===== config.mk =====
export PLATFORM = sky130hd
export DESIGN_NAME = fcf_cmd_flags
export DESIGN_NICKNAME = d
export VERILOG_FILES = /design/src/fcf_cmd_flags.v
export VERILOG_INCLUDE_DIRS = /design/src
export SDC_FILE = /design/constraint.sdc
export NUM_CORES = 1
export LEC_CHECK = 0
export ABC_AREA = 1
export ABC_CLOCK_PERIOD_IN_PS = 4000
export BUFFER_PORTS_ARGS = -buffer_cell sky130_fd_sc_hd__buf_2
export CORE_UTILIZATION = 40
export CTS_BUF_LIST = sky130_fd_sc_hd__clkbuf_8 sky130_fd_sc_hd__clkbuf_16
export CTS_CLUSTER_DIAMETER = 150
export CTS_CLUSTER_SIZE = 14
export DETAILED_ROUTE_END_ITERATION = 10
export PLACE_DENSITY = 0.73
export SYNTH_ARGS = -nofsm -noshare
export SYNTH_HDL_FRONTEND = slang
export SYNTH_SLANG_ARGS = --single-unit
export TNS_END_PERCENT = 1

===== constraint.sdc =====
create_clock -name clk -period 4 [get_ports clk]
set_clock_uncertainty 0.05 [all_clocks]
set_input_delay 1 -clock clk [delete_from_list [all_inputs] [get_ports clk]]
set_output_delay 1 -clock clk [all_outputs]
set_load 0.02 [all_outputs]

===== src/fcf_map.vh =====
// Constants for the flash command decoder and operation flag register.
// Assumes inclusion by bare name from the design file only.
//
// Notes on behaviour
// - Flag bit 7 reads 0 while a program/erase/register write runs, else 1.
// - Flag bit 6 is 1 while an erase is or will be suspended.
// - Flag bit 5 sets on erase failure only, stays 0 on success.
// - Flag bit 4 sets on program failure, or 0-to-1 with high voltage, 64-bit pattern.
// - Flag bit 3 sets on invalid acceleration voltage during program or erase.
// - Flag bit 2 is 1 while a program is or will be suspended.
// - Flag bit 1 sets on protected sector or locked one-time area access.
// - Flag bit 0 reserved; all flags volatile and read with command 70h.
// - Ready and both suspend bits follow their condition, clearing without any command.
// - Error bits hold until command 50h, which has no data, clears them.
// - A program or erase command issued while an error bit is set is refused and flagged in bit 1.
// - Flag read works in every protocol and repeats while clocks continue.
// - Command 3Bh works in extended and dual protocols, streaming bytes without end.
// - Command 6Bh works in extended and quad protocols, streaming bytes without end.
// - Two-line address and data read uses 0Bh, 3Bh or BBh, extended or dual.
// - Four-line address and data read uses 0Bh, 6Bh or EBh, extended or quad.
// - AFh only dual/quad, 1 to 3 bytes; 9E/9Fh only extended, up to 20.
// - Nonvolatile configuration read B5h, write B1h, all protocols, two data bytes.
// - Register commands have no address or dummy, except lock E8h/E5h with 3 address bytes; fast reads take 3 bytes, 8 dummies.
`ifndef FCF_MAP_VH
`define FCF_MAP_VH

`define FCF_PROTO_EXT   2'h0
`define FCF_PROTO_DUAL  2'h1
`define FCF_PROTO_QUAD  2'h2

`define FCF_C_NONE      8'h00
`define FCF_C_RST_EN    8'h66
`define FCF_C_RST_MEM   8'h99
`define FCF_C_ID_SPI0   8'h9E
`define FCF_C_ID_SPI1   8'h9F
`define FCF_C_ID_MULTI  8'hAF
`define FCF_C_RD_DISC   8'h5A
`define FCF_C_RD_SLOW   8'h03
`define FCF_C_RD_FAST   8'h0B
`define FCF_C_RD_DOUT   8'h3B
`define FCF_C_RD_DIO    8'hBB
`define FCF_C_RD_QOUT   8'h6B
`define FCF_C_RD_QIO    8'hEB
`define FCF_C_WR_EN     8'h06
`define FCF_C_WR_DIS    8'h04
`define FCF_C_RD_STAT   8'h05
`define FCF_C_WR_STAT   8'h01
`define FCF_C_RD_LOCK   8'hE8
`define FCF_C_WR_LOCK   8'hE5
`define FCF_C_RD_FLAG   8'h70
`define FCF_C_CLR_FLAG  8'h50
`define FCF_C_RD_NVCFG  8'hB5
`define FCF_C_WR_NVCFG  8'hB1
`define FCF_C_RD_VCFG   8'h85
`define FCF_C_WR_VCFG   8'h81
`define FCF_C_RD_EVCFG  8'h65
`define FCF_C_WR_EVCFG  8'h61
`define FCF_C_PGM_PAGE  8'h02
`define FCF_C_PGM_DUAL  8'hA2
`define FCF_C_PGM_XDUAL 8'hD2
`define FCF_C_PGM_QUAD  8'h32
`define FCF_C_PGM_XQUAD 8'h12
`define FCF_C_ERS_SUB   8'h20
`define FCF_C_ERS_SECT  8'hD8
`define FCF_C_ERS_BULK  8'hC7
`define FCF_C_RESUME    8'h7A
`define FCF_C_SUSPEND   8'h75
`define FCF_C_RD_OTP    8'h4B
`define FCF_C_PGM_OTP   8'h42

`define FCF_FL_READY    7
`define FCF_FL_ERS_SUSP 6
`define FCF_FL_ERS_ERR  5
`define FCF_FL_PGM_ERR  4
`define FCF_FL_VPP_ERR  3
`define FCF_FL_PGM_SUSP 2
`define FCF_FL_PROT_ERR 1
`define FCF_FL_RSVD     0
`define FCF_FL_RST      8'h80

`define FCF_LN_1        4'h1
`define FCF_LN_2        4'h2
`define FCF_LN_4        4'h4
`define FCF_OE_NONE     4'hF
`define FCF_OE_X1       4'hD
`define FCF_OE_X2       4'hC
`define FCF_OE_X4       4'h0
`define FCF_PIN_RST     6'h20
`define FCF_BYTE_BITS   4'h8
`define FCF_ADDR_LAST   2'h2
`define FCF_DUMMY_CLKS  8
`define FCF_ID_SPI_LEN  5'h14
`define FCF_ID_MIO_LEN  5'h03
`define FCF_NV_LEN      5'h02
`define FCF_IDX_MAX     5'h1F

`endif


===== src/fcf_cmd_flags.v =====
// Serial flash command decoder with the operation flag register.
// Assumes a mode-0 host on the serial pins and array/config logic on clk.
`include "fcf_map.vh"
`default_nettype none

module fcf_cmd_flags #(
	parameter DUMMY_CLKS = `FCF_DUMMY_CLKS
) (
	input  wire        clk,
	input  wire        rstn,
	input  wire        ce,
	input  wire [1:0]  proto_sel,
	input  wire        spi_sclk,
	input  wire        spi_cs_n,
	input  wire [3:0]  dq_in,
	output wire [3:0]  dq_out,
	output wire [3:0]  dq_oe_n,
	input  wire        pe_busy,
	input  wire        erase_susp,
	input  wire        prog_susp,
	input  wire        erase_fail,
	input  wire        prog_fail,
	input  wire        zero_to_one,
	input  wire        vpp_high,
	input  wire        pat64,
	input  wire        vpp_bad,
	input  wire        prot_err,
	input  wire [15:0] nv_cfg_in,
	input  wire [7:0]  rd_byte,
	output wire        rd_req,
	output wire [7:0]  flags,
	output wire        wel,
	output wire        cmd_go,
	output wire [7:0]  cmd_code,
	output wire [23:0] cmd_addr,
	output wire        wr_stb,
	output wire [7:0]  wr_byte,
	output wire        nvcfg_wr,
	output wire [15:0] nvcfg_data
);

	localparam ST_CMD   = 3'h0;
	localparam ST_ADDR  = 3'h1;
	localparam ST_DUMMY = 3'h2;
	localparam ST_OUT   = 3'h3;
	localparam ST_IN    = 3'h4;
	localparam ST_SKIP  = 3'h5;
	localparam integer DUMMY_LAST_N = DUMMY_CLKS - 1;
	localparam [3:0]   DUMMY_LAST   = DUMMY_LAST_N[3:0];

	// ----------------------------------------------------------------
	// Command attributes
	// ----------------------------------------------------------------
	function cmd_ok;
		input [7:0] c;
		input [1:0] p;
		begin
			case (c)
			`FCF_C_ID_SPI0, `FCF_C_ID_SPI1, `FCF_C_RD_SLOW: cmd_ok = (p == `FCF_PROTO_EXT);
			`FCF_C_ID_MULTI: cmd_ok = (p != `FCF_PROTO_EXT);
			`FCF_C_RD_DOUT, `FCF_C_RD_DIO, `FCF_C_PGM_DUAL, `FCF_C_PGM_XDUAL:
				cmd_ok = (p == `FCF_PROTO_EXT) || (p == `FCF_PROTO_DUAL);
			`FCF_C_RD_QOUT, `FCF_C_RD_QIO, `FCF_C_PGM_QUAD, `FCF_C_PGM_XQUAD:
				cmd_ok = (p == `FCF_PROTO_EXT) || (p == `FCF_PROTO_QUAD);
			`FCF_C_RST_EN, `FCF_C_RST_MEM, `FCF_C_RD_DISC, `FCF_C_RD_FAST, `FCF_C_WR_EN,
			`FCF_C_WR_DIS, `FCF_C_RD_STAT, `FCF_C_WR_STAT, `FCF_C_RD_LOCK, `FCF_C_WR_LOCK,
			`FCF_C_RD_FLAG, `FCF_C_CLR_FLAG, `FCF_C_RD_NVCFG, `FCF_C_WR_NVCFG,
			`FCF_C_RD_VCFG, `FCF_C_WR_VCFG, `FCF_C_RD_EVCFG, `FCF_C_WR_EVCFG,
			`FCF_C_PGM_PAGE, `FCF_C_ERS_SUB, `FCF_C_ERS_SECT, `FCF_C_ERS_BULK,
			`FCF_C_RESUME, `FCF_C_SUSPEND, `FCF_C_RD_OTP, `FCF_C_PGM_OTP:
				cmd_ok = (p != 2'h3);
			default: cmd_ok = 1'b0;
			endcase
		end
	endfunction

	function has_addr;
		input [7:0] c;
		begin
			case (c)
			`FCF_C_RD_SLOW, `FCF_C_RD_FAST, `FCF_C_RD_DOUT, `FCF_C_RD_DIO, `FCF_C_RD_QOUT,
			`FCF_C_RD_QIO, `FCF_C_RD_DISC, `FCF_C_RD_OTP, `FCF_C_RD_LOCK, `FCF_C_WR_LOCK,
			`FCF_C_PGM_PAGE, `FCF_C_PGM_DUAL, `FCF_C_PGM_XDUAL, `FCF_C_PGM_QUAD,
			`FCF_C_PGM_XQUAD, `FCF_C_ERS_SUB, `FCF_C_ERS_SECT, `FCF_C_PGM_OTP:
				has_addr = 1'b1;
			default: has_addr = 1'b0;
			endcase
		end
	endfunction

	function has_dummy;
		input [7:0] c;
		begin
			case (c)
			`FCF_C_RD_FAST, `FCF_C_RD_DOUT, `FCF_C_RD_DIO, `FCF_C_RD_QOUT, `FCF_C_RD_QIO,
			`FCF_C_RD_DISC, `FCF_C_RD_OTP: has_dummy = 1'b1;
			default: has_dummy = 1'b0;
			endcase
		end
	endfunction

	function is_out;
		input [7:0] c;
		begin
			case (c)
			`FCF_C_ID_SPI0, `FCF_C_ID_SPI1, `FCF_C_ID_MULTI, `FCF_C_RD_DISC, `FCF_C_RD_SLOW,
			`FCF_C_RD_FAST, `FCF_C_RD_DOUT, `FCF_C_RD_DIO, `FCF_C_RD_QOUT, `FCF_C_RD_QIO,
			`FCF_C_RD_STAT, `FCF_C_RD_LOCK, `FCF_C_RD_FLAG, `FCF_C_RD_NVCFG,
			`FCF_C_RD_VCFG, `FCF_C_RD_EVCFG, `FCF_C_RD_OTP: is_out = 1'b1;
			default: is_out = 1'b0;
			endcase
		end
	endfunction

	// Array-changing commands; these are the ones refused while an error is pending
	function is_array;
		input [7:0] c;
		begin
			case (c)
			`FCF_C_PGM_PAGE, `FCF_C_PGM_DUAL, `FCF_C_PGM_XDUAL, `FCF_C_PGM_QUAD,
			`FCF_C_PGM_XQUAD, `FCF_C_ERS_SUB, `FCF_C_ERS_SECT, `FCF_C_ERS_BULK,
			`FCF_C_PGM_OTP: is_array = 1'b1;
			default: is_array = 1'b0;
			endcase
		end
	endfunction

	function needs_wel;
		input [7:0] c;
		begin
			case (c)
			`FCF_C_WR_STAT, `FCF_C_WR_LOCK, `FCF_C_WR_NVCFG, `FCF_C_WR_VCFG,
			`FCF_C_WR_EVCFG, `FCF_C_RESUME, `FCF_C_SUSPEND: needs_wel = 1'b1;
			default: needs_wel = is_array(c);
			endcase
		end
	endfunction

	// Lanes per clock: whole bus in dual/quad, per-command split in extended
	function [3:0] lanes;
		input [7:0] c;
		input [1:0] p;
		input       ap;
		begin
			if (p == `FCF_PROTO_DUAL)
				lanes = `FCF_LN_2;
			else if (p == `FCF_PROTO_QUAD)
				lanes = `FCF_LN_4;
			else begin
				case (c)
				`FCF_C_RD_DIO, `FCF_C_PGM_XDUAL: lanes = `FCF_LN_2;
				`FCF_C_RD_QIO, `FCF_C_PGM_XQUAD: lanes = `FCF_LN_4;
				`FCF_C_RD_DOUT, `FCF_C_PGM_DUAL: lanes = ap ? `FCF_LN_1 : `FCF_LN_2;
				`FCF_C_RD_QOUT, `FCF_C_PGM_QUAD: lanes = ap ? `FCF_LN_1 : `FCF_LN_4;
				default: lanes = `FCF_LN_1;
				endcase
			end
		end
	endfunction

	// ----------------------------------------------------------------
	// Reset release and pin synchronisers
	// ----------------------------------------------------------------
	reg       rst_s1_ff;
	reg       rst_s2_ff;
	reg [5:0] pin_s1_ff;
	reg [5:0] pin_s2_ff;
	reg       sclk_d_ff;
	reg       cs_d_ff;
	wire      rst_n = rst_s2_ff;

	always @(posedge clk or negedge rstn) begin
		if (!rstn) begin
			rst_s1_ff <= 1'b0;
			rst_s2_ff <= 1'b0;
		end else if (ce) begin
			rst_s1_ff <= 1'b1;
			rst_s2_ff <= rst_s1_ff;
		end
	end

	always @(posedge clk or negedge rst_n) begin
		if (!rst_n) begin
			pin_s1_ff <= `FCF_PIN_RST;
			pin_s2_ff <= `FCF_PIN_RST;
			sclk_d_ff <= 1'b0;
			cs_d_ff   <= 1'b1;
		end else if (ce) begin
			pin_s1_ff <= {spi_cs_n, spi_sclk, dq_in};
			pin_s2_ff <= pin_s1_ff;
			sclk_d_ff <= pin_s2_ff[4];
			cs_d_ff   <= pin_s2_ff[5];
		end
	end

	wire       cs_s      = pin_s2_ff[5];
	wire       sclk_s    = pin_s2_ff[4];
	wire [3:0] dq_s      = pin_s2_ff[3:0];
	wire       sclk_rise = sclk_s & ~sclk_d_ff & ~cs_s;
	wire       sclk_fall = ~sclk_s & sclk_d_ff & ~cs_s;
	wire       cs_end    = cs_s & ~cs_d_ff;

	// ----------------------------------------------------------------
	// Frame state
	// ----------------------------------------------------------------
	reg [2:0]  st_ff;
	reg [1:0]  proto_ff;
	reg [3:0]  bcnt_ff;
	reg [7:0]  sr_ff;
	reg [7:0]  code_ff;
	reg [1:0]  acnt_ff;
	reg [23:0] addr_ff;
	reg [3:0]  dcnt_ff;
	reg [7:0]  obyte_ff;
	reg [3:0]  ocnt_ff;
	reg [4:0]  bidx_ff;
	reg [3:0]  dq_out_ff;
	reg [3:0]  dq_oe_n_ff;
	reg        rd_req_ff;
	reg        wr_stb_ff;
	reg [7:0]  wr_byte_ff;
	reg [15:0] nv_ff;
	reg        nv_wr_ff;
	reg        go_ff;
	reg        wel_ff;
	reg [7:0]  flags_ff;
	reg [7:0]  sr_in;
	reg [7:0]  nxt_flags;
	reg [7:0]  byte_v;

	wire [7:0] cur_code = (st_ff == ST_CMD) ? `FCF_C_NONE : code_ff;
	wire [3:0] win      = lanes(cur_code, proto_ff, st_ff == ST_ADDR);
	wire [3:0] wout     = lanes(code_ff, proto_ff, 1'b0);
	wire [3:0] bnext    = bcnt_ff + win;
	wire       full     = (bnext == `FCF_BYTE_BITS);
	wire [3:0] onext    = ocnt_ff + wout;
	wire       arr_src  = (code_ff != `FCF_C_RD_FLAG) && (code_ff != `FCF_C_RD_NVCFG);
	wire       id_spi   = (code_ff == `FCF_C_ID_SPI0) || (code_ff == `FCF_C_ID_SPI1);
	wire       id_mio   = (code_ff == `FCF_C_ID_MULTI);
	wire       is_nvrd  = (code_ff == `FCF_C_RD_NVCFG);
	wire [4:0] lim      = id_spi ? `FCF_ID_SPI_LEN : id_mio ? `FCF_ID_MIO_LEN : `FCF_NV_LEN;
	wire       lim_hit  = (id_spi || id_mio || is_nvrd) && (bidx_ff >= lim);

	// Byte offered at the next output load
	always @* begin
		if (code_ff == `FCF_C_RD_FLAG)
			byte_v = flags_ff;
		else if (lim_hit)
			byte_v = 8'h00;
		else if (is_nvrd)
			byte_v = bidx_ff[0] ? nv_cfg_in[15:8] : nv_cfg_in[7:0];
		else
			byte_v = rd_byte;
		if (ocnt_ff != 4'h0)
			byte_v = obyte_ff;
	end

	always @* begin
		case (win)
		`FCF_LN_2: sr_in = {sr_ff[5:0], dq_s[1:0]};
		`FCF_LN_4: sr_in = {sr_ff[3:0], dq_s[3:0]};
		default:   sr_in = {sr_ff[6:0], dq_s[0]};
		endcase
	end

	// ----------------------------------------------------------------
	// Execution at frame end
	// ----------------------------------------------------------------
	wire any_err  = flags_ff[`FCF_FL_ERS_ERR] | flags_ff[`FCF_FL_PGM_ERR] |
	                flags_ff[`FCF_FL_VPP_ERR] | flags_ff[`FCF_FL_PROT_ERR];
	wire got_code = cs_end && (st_ff != ST_CMD) && (st_ff != ST_SKIP);
	wire blocked  = got_code && is_array(code_ff) && any_err;
	wire wel_miss = needs_wel(code_ff) && !wel_ff;
	wire exec     = got_code && !blocked && !wel_miss;
	wire clr_err  = exec && (code_ff == `FCF_C_CLR_FLAG);

	// ----------------------------------------------------------------
	// Flag register: status bits live, error bits sticky, set beats clear
	// ----------------------------------------------------------------
	always @* begin
		nxt_flags = 8'h00;
		nxt_flags[`FCF_FL_READY]    = ~pe_busy;
		nxt_flags[`FCF_FL_ERS_SUSP] = erase_susp;
		nxt_flags[`FCF_FL_PGM_SUSP] = prog_susp;
		nxt_flags[`FCF_FL_ERS_ERR]  = erase_fail |
			(flags_ff[`FCF_FL_ERS_ERR] & ~clr_err);
		nxt_flags[`FCF_FL_PGM_ERR]  = prog_fail | (zero_to_one & vpp_high & pat64) |
			(flags_ff[`FCF_FL_PGM_ERR] & ~clr_err);
		nxt_flags[`FCF_FL_VPP_ERR]  = vpp_bad |
			(flags_ff[`FCF_FL_VPP_ERR] & ~clr_err);
		nxt_flags[`FCF_FL_PROT_ERR] = prot_err | blocked |
			(flags_ff[`FCF_FL_PROT_ERR] & ~clr_err);
	end

	always @(posedge clk or negedge rst_n) begin
		if (!rst_n) begin
			flags_ff <= `FCF_FL_RST;
			wel_ff   <= 1'b0;
			go_ff    <= 1'b0;
			nv_wr_ff <= 1'b0;
		end else if (ce) begin
			flags_ff <= nxt_flags;
			go_ff    <= exec;
			nv_wr_ff <= exec && (code_ff == `FCF_C_WR_NVCFG) && (bidx_ff == `FCF_NV_LEN);
			if (exec && (code_ff == `FCF_C_WR_EN))
				wel_ff <= 1'b1;
			else if (exec && ((code_ff == `FCF_C_WR_DIS) || needs_wel(code_ff)))
				wel_ff <= 1'b0;
		end
	end

	// ----------------------------------------------------------------
	// Frame sequencer
	// ----------------------------------------------------------------
	always @(posedge clk or negedge rst_n) begin
		if (!rst_n) begin
			st_ff      <= ST_CMD;
			proto_ff   <= `FCF_PROTO_EXT;
			bcnt_ff    <= 4'h0;
			sr_ff      <= 8'h00;
			code_ff    <= `FCF_C_NONE;
			acnt_ff    <= 2'h0;
			addr_ff    <= 24'h000000;
			dcnt_ff    <= 4'h0;
			obyte_ff   <= 8'h00;
			ocnt_ff    <= 4'h0;
			bidx_ff    <= 5'h00;
			dq_out_ff  <= 4'h0;
			dq_oe_n_ff <= `FCF_OE_NONE;
			rd_req_ff  <= 1'b0;
			wr_stb_ff  <= 1'b0;
			wr_byte_ff <= 8'h00;
			nv_ff      <= 16'h0000;
		end else if (ce) begin
			rd_req_ff <= 1'b0;
			wr_stb_ff <= 1'b0;
			if (cs_s) begin
				st_ff      <= ST_CMD;
				proto_ff   <= proto_sel;
				bcnt_ff    <= 4'h0;
				acnt_ff    <= 2'h0;
				dcnt_ff    <= 4'h0;
				ocnt_ff    <= 4'h0;
				bidx_ff    <= 5'h00;
				dq_oe_n_ff <= `FCF_OE_NONE;
			end else if (sclk_rise && (st_ff != ST_OUT) && (st_ff != ST_SKIP)) begin
				sr_ff   <= sr_in;
				bcnt_ff <= full ? 4'h0 : bnext;
				case (st_ff)
				ST_CMD: begin
					if (full) begin
						code_ff <= sr_in;
						if (!cmd_ok(sr_in, proto_ff))
							st_ff <= ST_SKIP;
						else if (has_addr(sr_in))
							st_ff <= ST_ADDR;
						else if (is_out(sr_in)) begin
							st_ff     <= ST_OUT;
							rd_req_ff <= (sr_in != `FCF_C_RD_FLAG) && (sr_in != `FCF_C_RD_NVCFG);
						end else
							st_ff <= ST_IN;
					end
				end
				ST_ADDR: begin
					if (full) begin
						addr_ff <= {addr_ff[15:0], sr_in};
						acnt_ff <= acnt_ff + 2'h1;
						if (acnt_ff == `FCF_ADDR_LAST) begin
							if (has_dummy(code_ff))
								st_ff <= ST_DUMMY;
							else if (is_out(code_ff)) begin
								st_ff     <= ST_OUT;
								rd_req_ff <= 1'b1;
							end else
								st_ff <= ST_IN;
						end
					end
				end
				ST_DUMMY: begin
					bcnt_ff <= 4'h0;
					dcnt_ff <= dcnt_ff + 4'h1;
					if (dcnt_ff == DUMMY_LAST) begin
						st_ff     <= ST_OUT;
						rd_req_ff <= 1'b1;
					end
				end
				ST_IN: begin
					if (full) begin
						wr_stb_ff  <= 1'b1;
						wr_byte_ff <= sr_in;
						if (bidx_ff != `FCF_IDX_MAX)
							bidx_ff <= bidx_ff + 5'h01;
						if (bidx_ff == 5'h00)
							nv_ff[7:0] <= sr_in;
						else if (bidx_ff == 5'h01)
							nv_ff[15:8] <= sr_in;
					end
				end
				default: st_ff <= ST_SKIP;
				endcase
			end else if (sclk_fall && (st_ff == ST_OUT)) begin
				// Host samples on rising edges, so data changes on falling ones
				case (wout)
				`FCF_LN_2: begin
					dq_out_ff  <= {2'b00, byte_v[7:6]};
					dq_oe_n_ff <= `FCF_OE_X2;
				end
				`FCF_LN_4: begin
					dq_out_ff  <= byte_v[7:4];
					dq_oe_n_ff <= `FCF_OE_X4;
				end
				default: begin
					dq_out_ff  <= {2'b00, byte_v[7], 1'b0};
					dq_oe_n_ff <= `FCF_OE_X1;
				end
				endcase
				obyte_ff <= byte_v << wout;
				if (onext == `FCF_BYTE_BITS) begin
					ocnt_ff <= 4'h0;
					if (bidx_ff != `FCF_IDX_MAX)
						bidx_ff <= bidx_ff + 5'h01;
				end else
					ocnt_ff <= onext;
				if (ocnt_ff == 4'h0 && arr_src && !lim_hit)
					rd_req_ff <= 1'b1;
			end
		end
	end

	assign dq_out     = dq_out_ff;
	assign dq_oe_n    = dq_oe_n_ff;
	assign rd_req     = rd_req_ff;
	assign flags      = flags_ff;
	assign wel        = wel_ff;
	assign cmd_go     = go_ff;
	assign cmd_code   = code_ff;
	assign cmd_addr   = addr_ff;
	assign wr_stb     = wr_stb_ff;
	assign wr_byte    = wr_byte_ff;
	assign nvcfg_wr   = nv_wr_ff;
	assign nvcfg_data = nv_ff;

endmodule

`default_nettype wire


==> results of run 1 <==
==> critical path: stages, from the launching register on <==
cell	delay (ps)
dfrtp_2	460
inv_2	110
nand2_1	90
nor4_1	560
ha_1	350
o21ai_0	70
inv_1	50
o21ai_0	140
nand2_1	70
a21oi_1	150
nor2_1	120
nor2_1	150
inv_1	140
o21ai_0	400
nand2_1	130
a21boi_0	150
o21ai_0	270
a31oi_1	110
o21ai_0	130
==> report_power, final <==
group / switching, mW / total, mW / internal (mW)
registers: 0.118 / 1.55 / 1.43
logic: 1.02 / 1.45 / 0.432
clock network: 0.631 / 1.57 / 0.943
total: 1.77 / 4.58 / 2.81
==> cells in the final DEF, fill, tap and decap left out, types with 4 or more instances in the layout <==
cell type,count
nand3_2,6
nand3_1,55
nor3_1,21
nor2_4,10
buf_2,120
buf_4,11
dfstp_2,7
nor2_2,8
a21oi_1,19
ha_1,17
inv_6,6
nand2_4,4
nor2_1,100
nand2_2,22
inv_2,13
nand2_1,248
a31oi_1,9
o21ai_1,6
a22oi_1,4
mux2_2,16
dfrtp_1,121
o22ai_1,4
o211ai_1,4
clkbuf_16,17
inv_1,104
o31ai_1,4
o21ai_0,108
nor4_1,7
==> flip-flops by register name, indices dropped and copies added (netlist names), 4 cells and up <==
signal      flops
dq_out          4
bcnt_ff         4
sr_ff           7
ocnt_ff         4
cmd_addr       24
pin_s1_ff       6
nvcfg_data     16
pin_s2_ff       6
flags           7
bidx_ff         5
obyte_ff        8
wr_byte         8
cmd_code        8
dcnt_ff         4
==> path summary, 6_finish.rpt <==
kind | start | endpoint | slack [ps] | cells past startpoint
min in group clk | cs_d_ff$_DFFE_PN1P_ | cs_d_ff$_DFFE_PN1P_ | 420 | 2
max in group asynchronous | rst_n$_DFFE_PN0P_ | cmd_code[6]$_DFFE_PN0P_ | 2920 | 1
hold reg to reg | rst_n$_DFFE_PN0P_ | flags[6]$_DFFE_PN0P_ | 100 | 0
hold / removal | rst_n$_DFFE_PN0P_ | flags[6]$_DFFE_PN0P_ | 100 | 0
setup reg to reg | cmd_code[6]$_DFFE_PN0P_ | obyte_ff[7]$_DFFE_PN0P_ | 230 | 18
setup / recovery | cmd_code[6]$_DFFE_PN0P_ | obyte_ff[7]$_DFFE_PN0P_ | 230 | 18
==> stage by stage <==
stage / utilization (%) / power [mW]
after floorplan: - / 2.576
after global placement: 46.06 / 2.978
final: 49.41 / 4.579
after detailed placement: 46.06 / 2.990
after global routing: 49.41 / 4.842
after CTS: 49.33 / 4.572
==> logic make-up after synthesis <==
logic type	Yosys count	share of synthesized area, %
buffers and inverters	141	7.196
AOI/OAI and AO/OA	173	13.05
muxes	16	2.415
xor gates and xnor gates	5	0.5872
other	1	0.05027
adders and majority gates	19	3.388
and+or+nand+nor	493	29.59
DFF	130	43.73
==> routing by layer <==
metal | up-vias | track usage [%]
met5 | - | 0
met4 | 0 | 8.397
met3 | 32 | 4.282
met2 | 254 | 35.53
met1 | 3316 | 28.18
li1 | 3452 | -
==> area by class of cell <==
| cell class | count | area [um^2] | share of cell area (%) |
|---|---|---|---|
| Multi-Input combinational cell | 707 | 3674 | 40.97 |
| Sequential cell | 130 | 3267 | 36.44 |
| Timing Repair Buffer | 132 | 703.2 | 7.843 |
| Inverter | 118 | 442.9 | 4.940 |
| Clock buffer | 18 | 439.2 | 4.898 |
| Tap cell | 229 | 286.5 | 3.196 |
| Clock inverter | 14 | 153.9 | 1.716 |
==> impl_results.md, run 1 <==
* Number of cells after detailed placement at 1316
* Max-slew violation count at 0
* Setup violators final at 0
* HP Class: register to asynchronous set/reset pin
* Fmax at 265.3 MHz
* Rel. slew slack at 37.57%
* Met2 WL post-DR at approximately 9600 um
* Largest net degree at the start of global routing at 120
* CORE AREA at 18150 um^2
* Pre-antenna DRT Iters at 8
* Initial detailed-routing violation count at around 600
* Dpl cell area at 8359 um^2
* Syn_area_per_cell at 7.627 um^2
* Die area at 19200 um^2
* Total wire length at around 20000 um
* Remaining global-route overflow at 0
* Worst Hold Slack at 101.6 ps
* Critical Path RT at approximately 4300 ps
* Critical Path Fanout Max at 8
* Setup Fix Bufs, Post-CTS at 0
* Clk buf depth at 2
* Unrepaired setup endpoints after global routing: yes
* Wl on met1 at 8913 um
* Diodes inserted at 0
* Vias in the first global route at 6635
* Fin crit share at 94.25%
* Initial antenna violation count at 0
* GPL Wtd Cong at between 0.9 and 1
* Sequential fraction of the synthesis area at 43.73%
* Pwr/cell area at between 500 and 600 nW/um^2
* Worst-margin pin slew at 927.9 ps
* Ys Warns at 0
* Total negative setup slack at 0 ps
* Post-Synthesis Cells at 978
* Critical path class: register to register
* Mapped cell area at 7460 um^2
* Die H at 138.6 um
* IO Count at 122
* I/O Buffers at 120
* CTS tree: done
* Die Wd at 138.6 um
* CTS sink count at between 100 and 150
* Seq cells post-synth at 130
* Vias at 7054
* CTS Buf Count at 17
* Layout cells sized above 1 at 22.61%
* Synth top area cells: dfrtp_1 41%, nand2_1 13%, o21ai_0 7.2%
* Final hold viol count at 0
* EDFF count, synth at 0
* # hold bufs at CTS at 0
* Post-synth top area share at 41.26%
* Final HPWL DP at 14750 um
* Gr usage total at a little over a fifth
* Final ANT Viol Nets at 0
* Setup slack after layout at ~230 ps
* Top routing layer used: met4
* H-tree depth at 4
* Met3 wire length at ~1100 um
* Status: finished, violations left
* Failing checks: design-rule violations
* Crit path DAT at ~4000 ps
* MaxCap Viol Count at 0
* Dominant cell type by area after synthesis: dfrtp_1
* Commonest cells in the netlist: 249 x nand2_1, 123 x dfrtp_1, 108 x o21ai_0
* Cell Rows at 49
* Most frequent cell after synthesis: nand2_1
* Worst VDD drop at 0.3361 mV
* Worst Setup Start Kind: register
* Worst Setup End Kind: register
* Final instance area at 8966 um^2
* Fill count at 1758
* Post-Place Setup Slack at 165.6 ps
* Cell Count, Final, Fillers Out at 1348
* DR vias/cell at 5.233
* Commonest register cell after synthesis: dfrtp_1
* CTS resizes at 0
* Latest clock arrival within the worst-skew pair at 430 ps
* Routed len/inst at roughly 15 um
* Clock transition at path regs at 60 ps
* First-pass GRT wire length at 32890 um
* Post-route DRC at 18
* Fin crit period at 3770 ps
* Root Driver: clkbuf_16
* Leak Pwr at 4.651 nW
* Final nets at 1170
* Post-Syn Nets at 1042
* Async set-reset flop share out of synthesis at 100.0%
* Starting Density at 41.11%
* Unique masters post-synth at 51
* Syn-to-layout area delta at 20.19%
Power figures use the tool's default switching activity.
==> run 2, diff against run 1 <==
--- a/config.mk
+++ b/config.mk
@@ -6,7 +6,6 @@
 export SDC_FILE = /design/constraint.sdc
 export NUM_CORES = 1
 export LEC_CHECK = 0
-export ABC_AREA = 1
 export ABC_CLOCK_PERIOD_IN_PS = 4000
 export BUFFER_PORTS_ARGS = -buffer_cell sky130_fd_sc_hd__buf_2
 export CORE_UTILIZATION = 40
==> run 2 against run 1 <==
  * The flow now finishes without violations
  * Maximum frequency fell by 3.8%
  * Cell area rose by 8.1%
  * Sequential share of layout area fell by 2.7 points
  * Synthesized cell count fell by 16%
  * Combinational power rose by 21%
  * Critical path depth fell by 3
  * First-iteration DRC count fell by 3.0%
  * Core utilization rose by 2.6 points
  * Via count rose by 0.78%
  * Sequential power rose by 3%
  * Highest routed layer unchanged
==> impl_results.md, run 2 <==
* Unique masters post-synth at 80 (+57%)
* Starting Density at 40.71% (-0.39 points)
* Fmax at 255.2 MHz (-3.8%)
* Cell Rows at 50 (+2.0%)
* Sequential cell area at 3268 um^2 (about the same)
* Critical Path RT at 4300 ps (about the same)
* Latest clock arrival within the worst-skew pair at 430 ps (about the same)
* Async set-reset flop share out of synthesis at 100.0% (unchanged)
* R2r endpoint: rd_req$_DFFE_PN0P_
* R2R Path Start: cmd_code[4]$_DFFE_PN0P_
* Global routing usage on met3 at 4.267% (-0.015 points)
* Fin crit share at 97.97% (+3.7 points)
* Routed len/inst at 16.99 um (+14%)
* Post-synth top area share at 40.55% (-0.71 points)
* Setup slack after layout at 81.02 ps (-149.0 ps)
* Largest net degree at the start of global routing at 61 (-49%)
* I/O Buffers at 120 (unchanged)
* Commonest register cell after synthesis: dfrtp_1
* GR peak layer: met2
* Final HPWL DP at 14810 um (+0.45%)
* Remaining global-route overflow at 0 (unchanged)
* Die Wd at 139.7 um (+0.86%)
* Unrepaired setup endpoints after global routing: yes
* CORE AREA at 18640 um^2 (+2.7%)
* Worst reg2reg setup slack at 80 ps (-150 ps)
* Die area at 19530 um^2 (+1.7%)
* Cell Count, Final, Fillers Out at 1239 (-8.1%)
* Worst Hold Slack at 302.1 ps (+200.5 ps)
* Status: complete, no violations
* Initial detailed-routing violation count at 581 (-3.0%)
* Dominant cell type by area after synthesis: dfrtp_1
* Synth top area cells: dfrtp_1 41%, mux2_2 6.1%, o21ai_0 5.7%
* Setup violators final at 0 (unchanged)
* Critical path class: register to register
* Clk buf depth at 2 (unchanged)
* DR vias/cell at 5.738 (+9.6%)
* Vias in the first global route at 6768 (+2.0%)
* Vias at 7109 (+0.78%)
* Gr usage total at 21.85% (+0.21 points)
* Worst-margin pin slew at 902.1 ps (-25.74 ps)
* Dpl cell area at 8838 um^2 (+5.7%)
* IO Count at 122 (unchanged)
* Final instance area at 9689 um^2 (+8.1%)
* Syn-to-layout area delta at 27.66%
* Root Driver: clkbuf_16
* Commonest non-fill, non-tap cell in the layout: buf_2
* GR Util met2 at 35.03% (-0.51 points)
* Final ANT Viol Nets at 0 (unchanged)
* Post-route DRC at 0 (-18)
* Worst Setup Start Kind: register
* Final nets at 1056 (-9.7%)
* Most frequent cells in the layout: 121 x buf_2, 120 x dfrtp_1, 114 x nand2_1
* Worst Setup End Kind: register
* Post-Synthesis Cells at 826 (-16%)
* HP Class: input port to asynchronous set/reset pin
* CTS tree: done
* Critical Path Fanout Max at 12 (+4)
* First-pass GRT wire length at 34050 um (+3.5%)
* Max reg flops at 24 (unchanged)
* Die H at 139.7 um (+0.86%)
* R2R depth at 15 (-3)
* Post-Place Setup Slack at -76.88 ps (-242.5 ps)
* Max-slew violation count at 0 (unchanged)
* Fin crit period at 3919 ps (+149.0 ps)
* Total wire length at 21050 um (+5.1%)
* H-tree depth at 4 (unchanged)
* Sequential fraction of the synthesis area at 42.98% (-0.75 points)
* Post-Syn Nets at 890 (-15%)
* Commonest cells in the netlist: 123 x dfrtp_1, 114 x nand2_1, 86 x o21ai_0
* Seq cells post-synth at 130 (unchanged)
* EDFF count, synth at 0 (unchanged)
* Pwr/cell area at 510.9 nW/um^2 (about the same)
* MaxCap Viol Count at 0 (unchanged)
* Mapped cell area at 7590 um^2 (+1.7%)
* CTS Buf Count at 17 (unchanged)
* Met1 global-route usage at 29.37% (+1.2 points)
* GPL Wtd Cong at 0.8797 (-6.0%)
* Crit path DAT at 4220 ps (+160 ps)
* Initial antenna violation count at 0 (unchanged)
* Final hold viol count at 0 (unchanged)
* CTS sink count at 130 (unchanged)
* Fill count at 1703 (-3.1%)
* Rel. slew slack at 39.63% (+2.1 points)
* Leak Pwr at 4.533 nW (-2.5%)
* Worst VDD drop at 0.3805 mV (+13%)
* Syn_area_per_cell at 9.189 um^2 (+20%)
* Multi-input combinational cell area at 4204 um^2 (+14%)
* Number of cells after detailed placement at 1199 (-8.9%)
* Layout cells sized above 1 at 32.04% (+9.4 points)
* Most frequent cell after synthesis: dfrtp_1
* Pre-antenna DRT Iters at 5 (-3)
* Clock transition at path regs at 60 ps (about the same)
* Ys Warns at 0 (unchanged)
* Diodes inserted at 0 (unchanged)
[run 2: cell count changes after synthesis, moves of 11 or more]
cell,previous run,this run
nand2_1,249,114
nor2b_1,0,13
nor2_1,102,49
a21oi_1,19,30
nand2_2,22,0
inv_2,11,0
mux2_2,16,41
mux2i_1,0,15
nand3_1,55,21
and2_1,0,13
inv_1,105,21
clkbuf_1,19,42
o21ai_0,108,86
[run 2: kinds of logic after synthesis]
logic type	synth area share, %
mux	8.061
fa+ha+maj	3.462
buf+inv	4.039
other cells	0.04941
flops	42.98
xor+xnor	1.154
simple gates	21.02
compound gates	19.24
[run 2: timing repair]
action,4_1_cts,5_1_grt
endpoints found under the setup margin,4,48
setup buffers,0,6
gates resized for setup,4,41
pin swaps,0,10
hold buffers,0,0
cloned,0,2
[run 2: worst max path at each step]
stage	to	slack, ps	startpoint
2_1_floorplan	bidx_ff[3]$_DFFE_PN0P_	-150	cmd_code[2]$_DFFE_PN0P_
3_5_place_dp	obyte_ff[7]$_DFFE_PN0P_	-80	cmd_code[6]$_DFFE_PN0P_
5_1_grt	rd_req$_DFFE_PN0P_	-90	cmd_code[0]$_DFFE_PN0P_
6_report	rd_req$_DFFE_PN0P_	80	cmd_code[4]$_DFFE_PN0P_
3_3_place_gp	rd_req$_DFFE_PN0P_	40	cmd_code[0]$_DFFE_PN0P_
4_1_cts	rd_req$_DFFE_PN0P_	3	cmd_code[0]$_DFFE_PN0P_
[run 2: critical path, stage by stage (launching register included)]
cell	delay [ps]
dfrtp_1	480
buf_4	240
nand4b_1	230
o22a_4	310
o211ai_2	180
nor3_2	90
buf_2	180
a221oi_4	390
buf_4	210
nor3_1	50
a32oi_1	300
o211ai_1	120
or4_4	450
or2_0	210
o22a_1	190
o21ai_1	150
[run 2: per-layer routing]
| layer | part of all wire [%] | wire, um | vias up |
|---|---|---|---|
| li1 | - | - | 3342 |
| met1 | 46 | 9661 | 3484 |
| met2 | 47 | 9847 | 247 |
| met3 | 5.6 | 1171 | 36 |
| met4 | 1.7 | 366 | 0 |
| met5 | 0 | 0 | - |
[run 2: area by class of cell]
cell class                      instances  area share, %
Tap cell                              234          3.022
Multi-Input combinational cell        621          43.39
Sequential cell                       130          33.73
Clock buffer                           18          4.533
Inverter                               21         0.8135
Timing Repair Buffer                  201          12.81
Clock inverter                         14          1.705
[run 2: stage by stage]
step | setup TNS [ps] | power, mW | utilization, %
2_1_floorplan | -1514 | 2.583 | -
3_3_place_gp | 0 | 3.160 | 47.41
3_5_place_dp | -88.23 | 3.166 | 47.41
4_1_cts | 0 | 4.795 | 50.75
5_1_grt | -538.9 | 5.200 | 51.97
6_report | 0 | 4.951 | 51.97
[run 2: report_power, final]
| group | internal [mW] | switching, mW | leakage, nW |
|---|---|---|---|
| Combinational | 0.765 | 0.989 | 2.54 |
| Sequential | 1.43 | 0.163 | 1.70 |
| Clock | 0.994 | 0.613 | 0.295 |
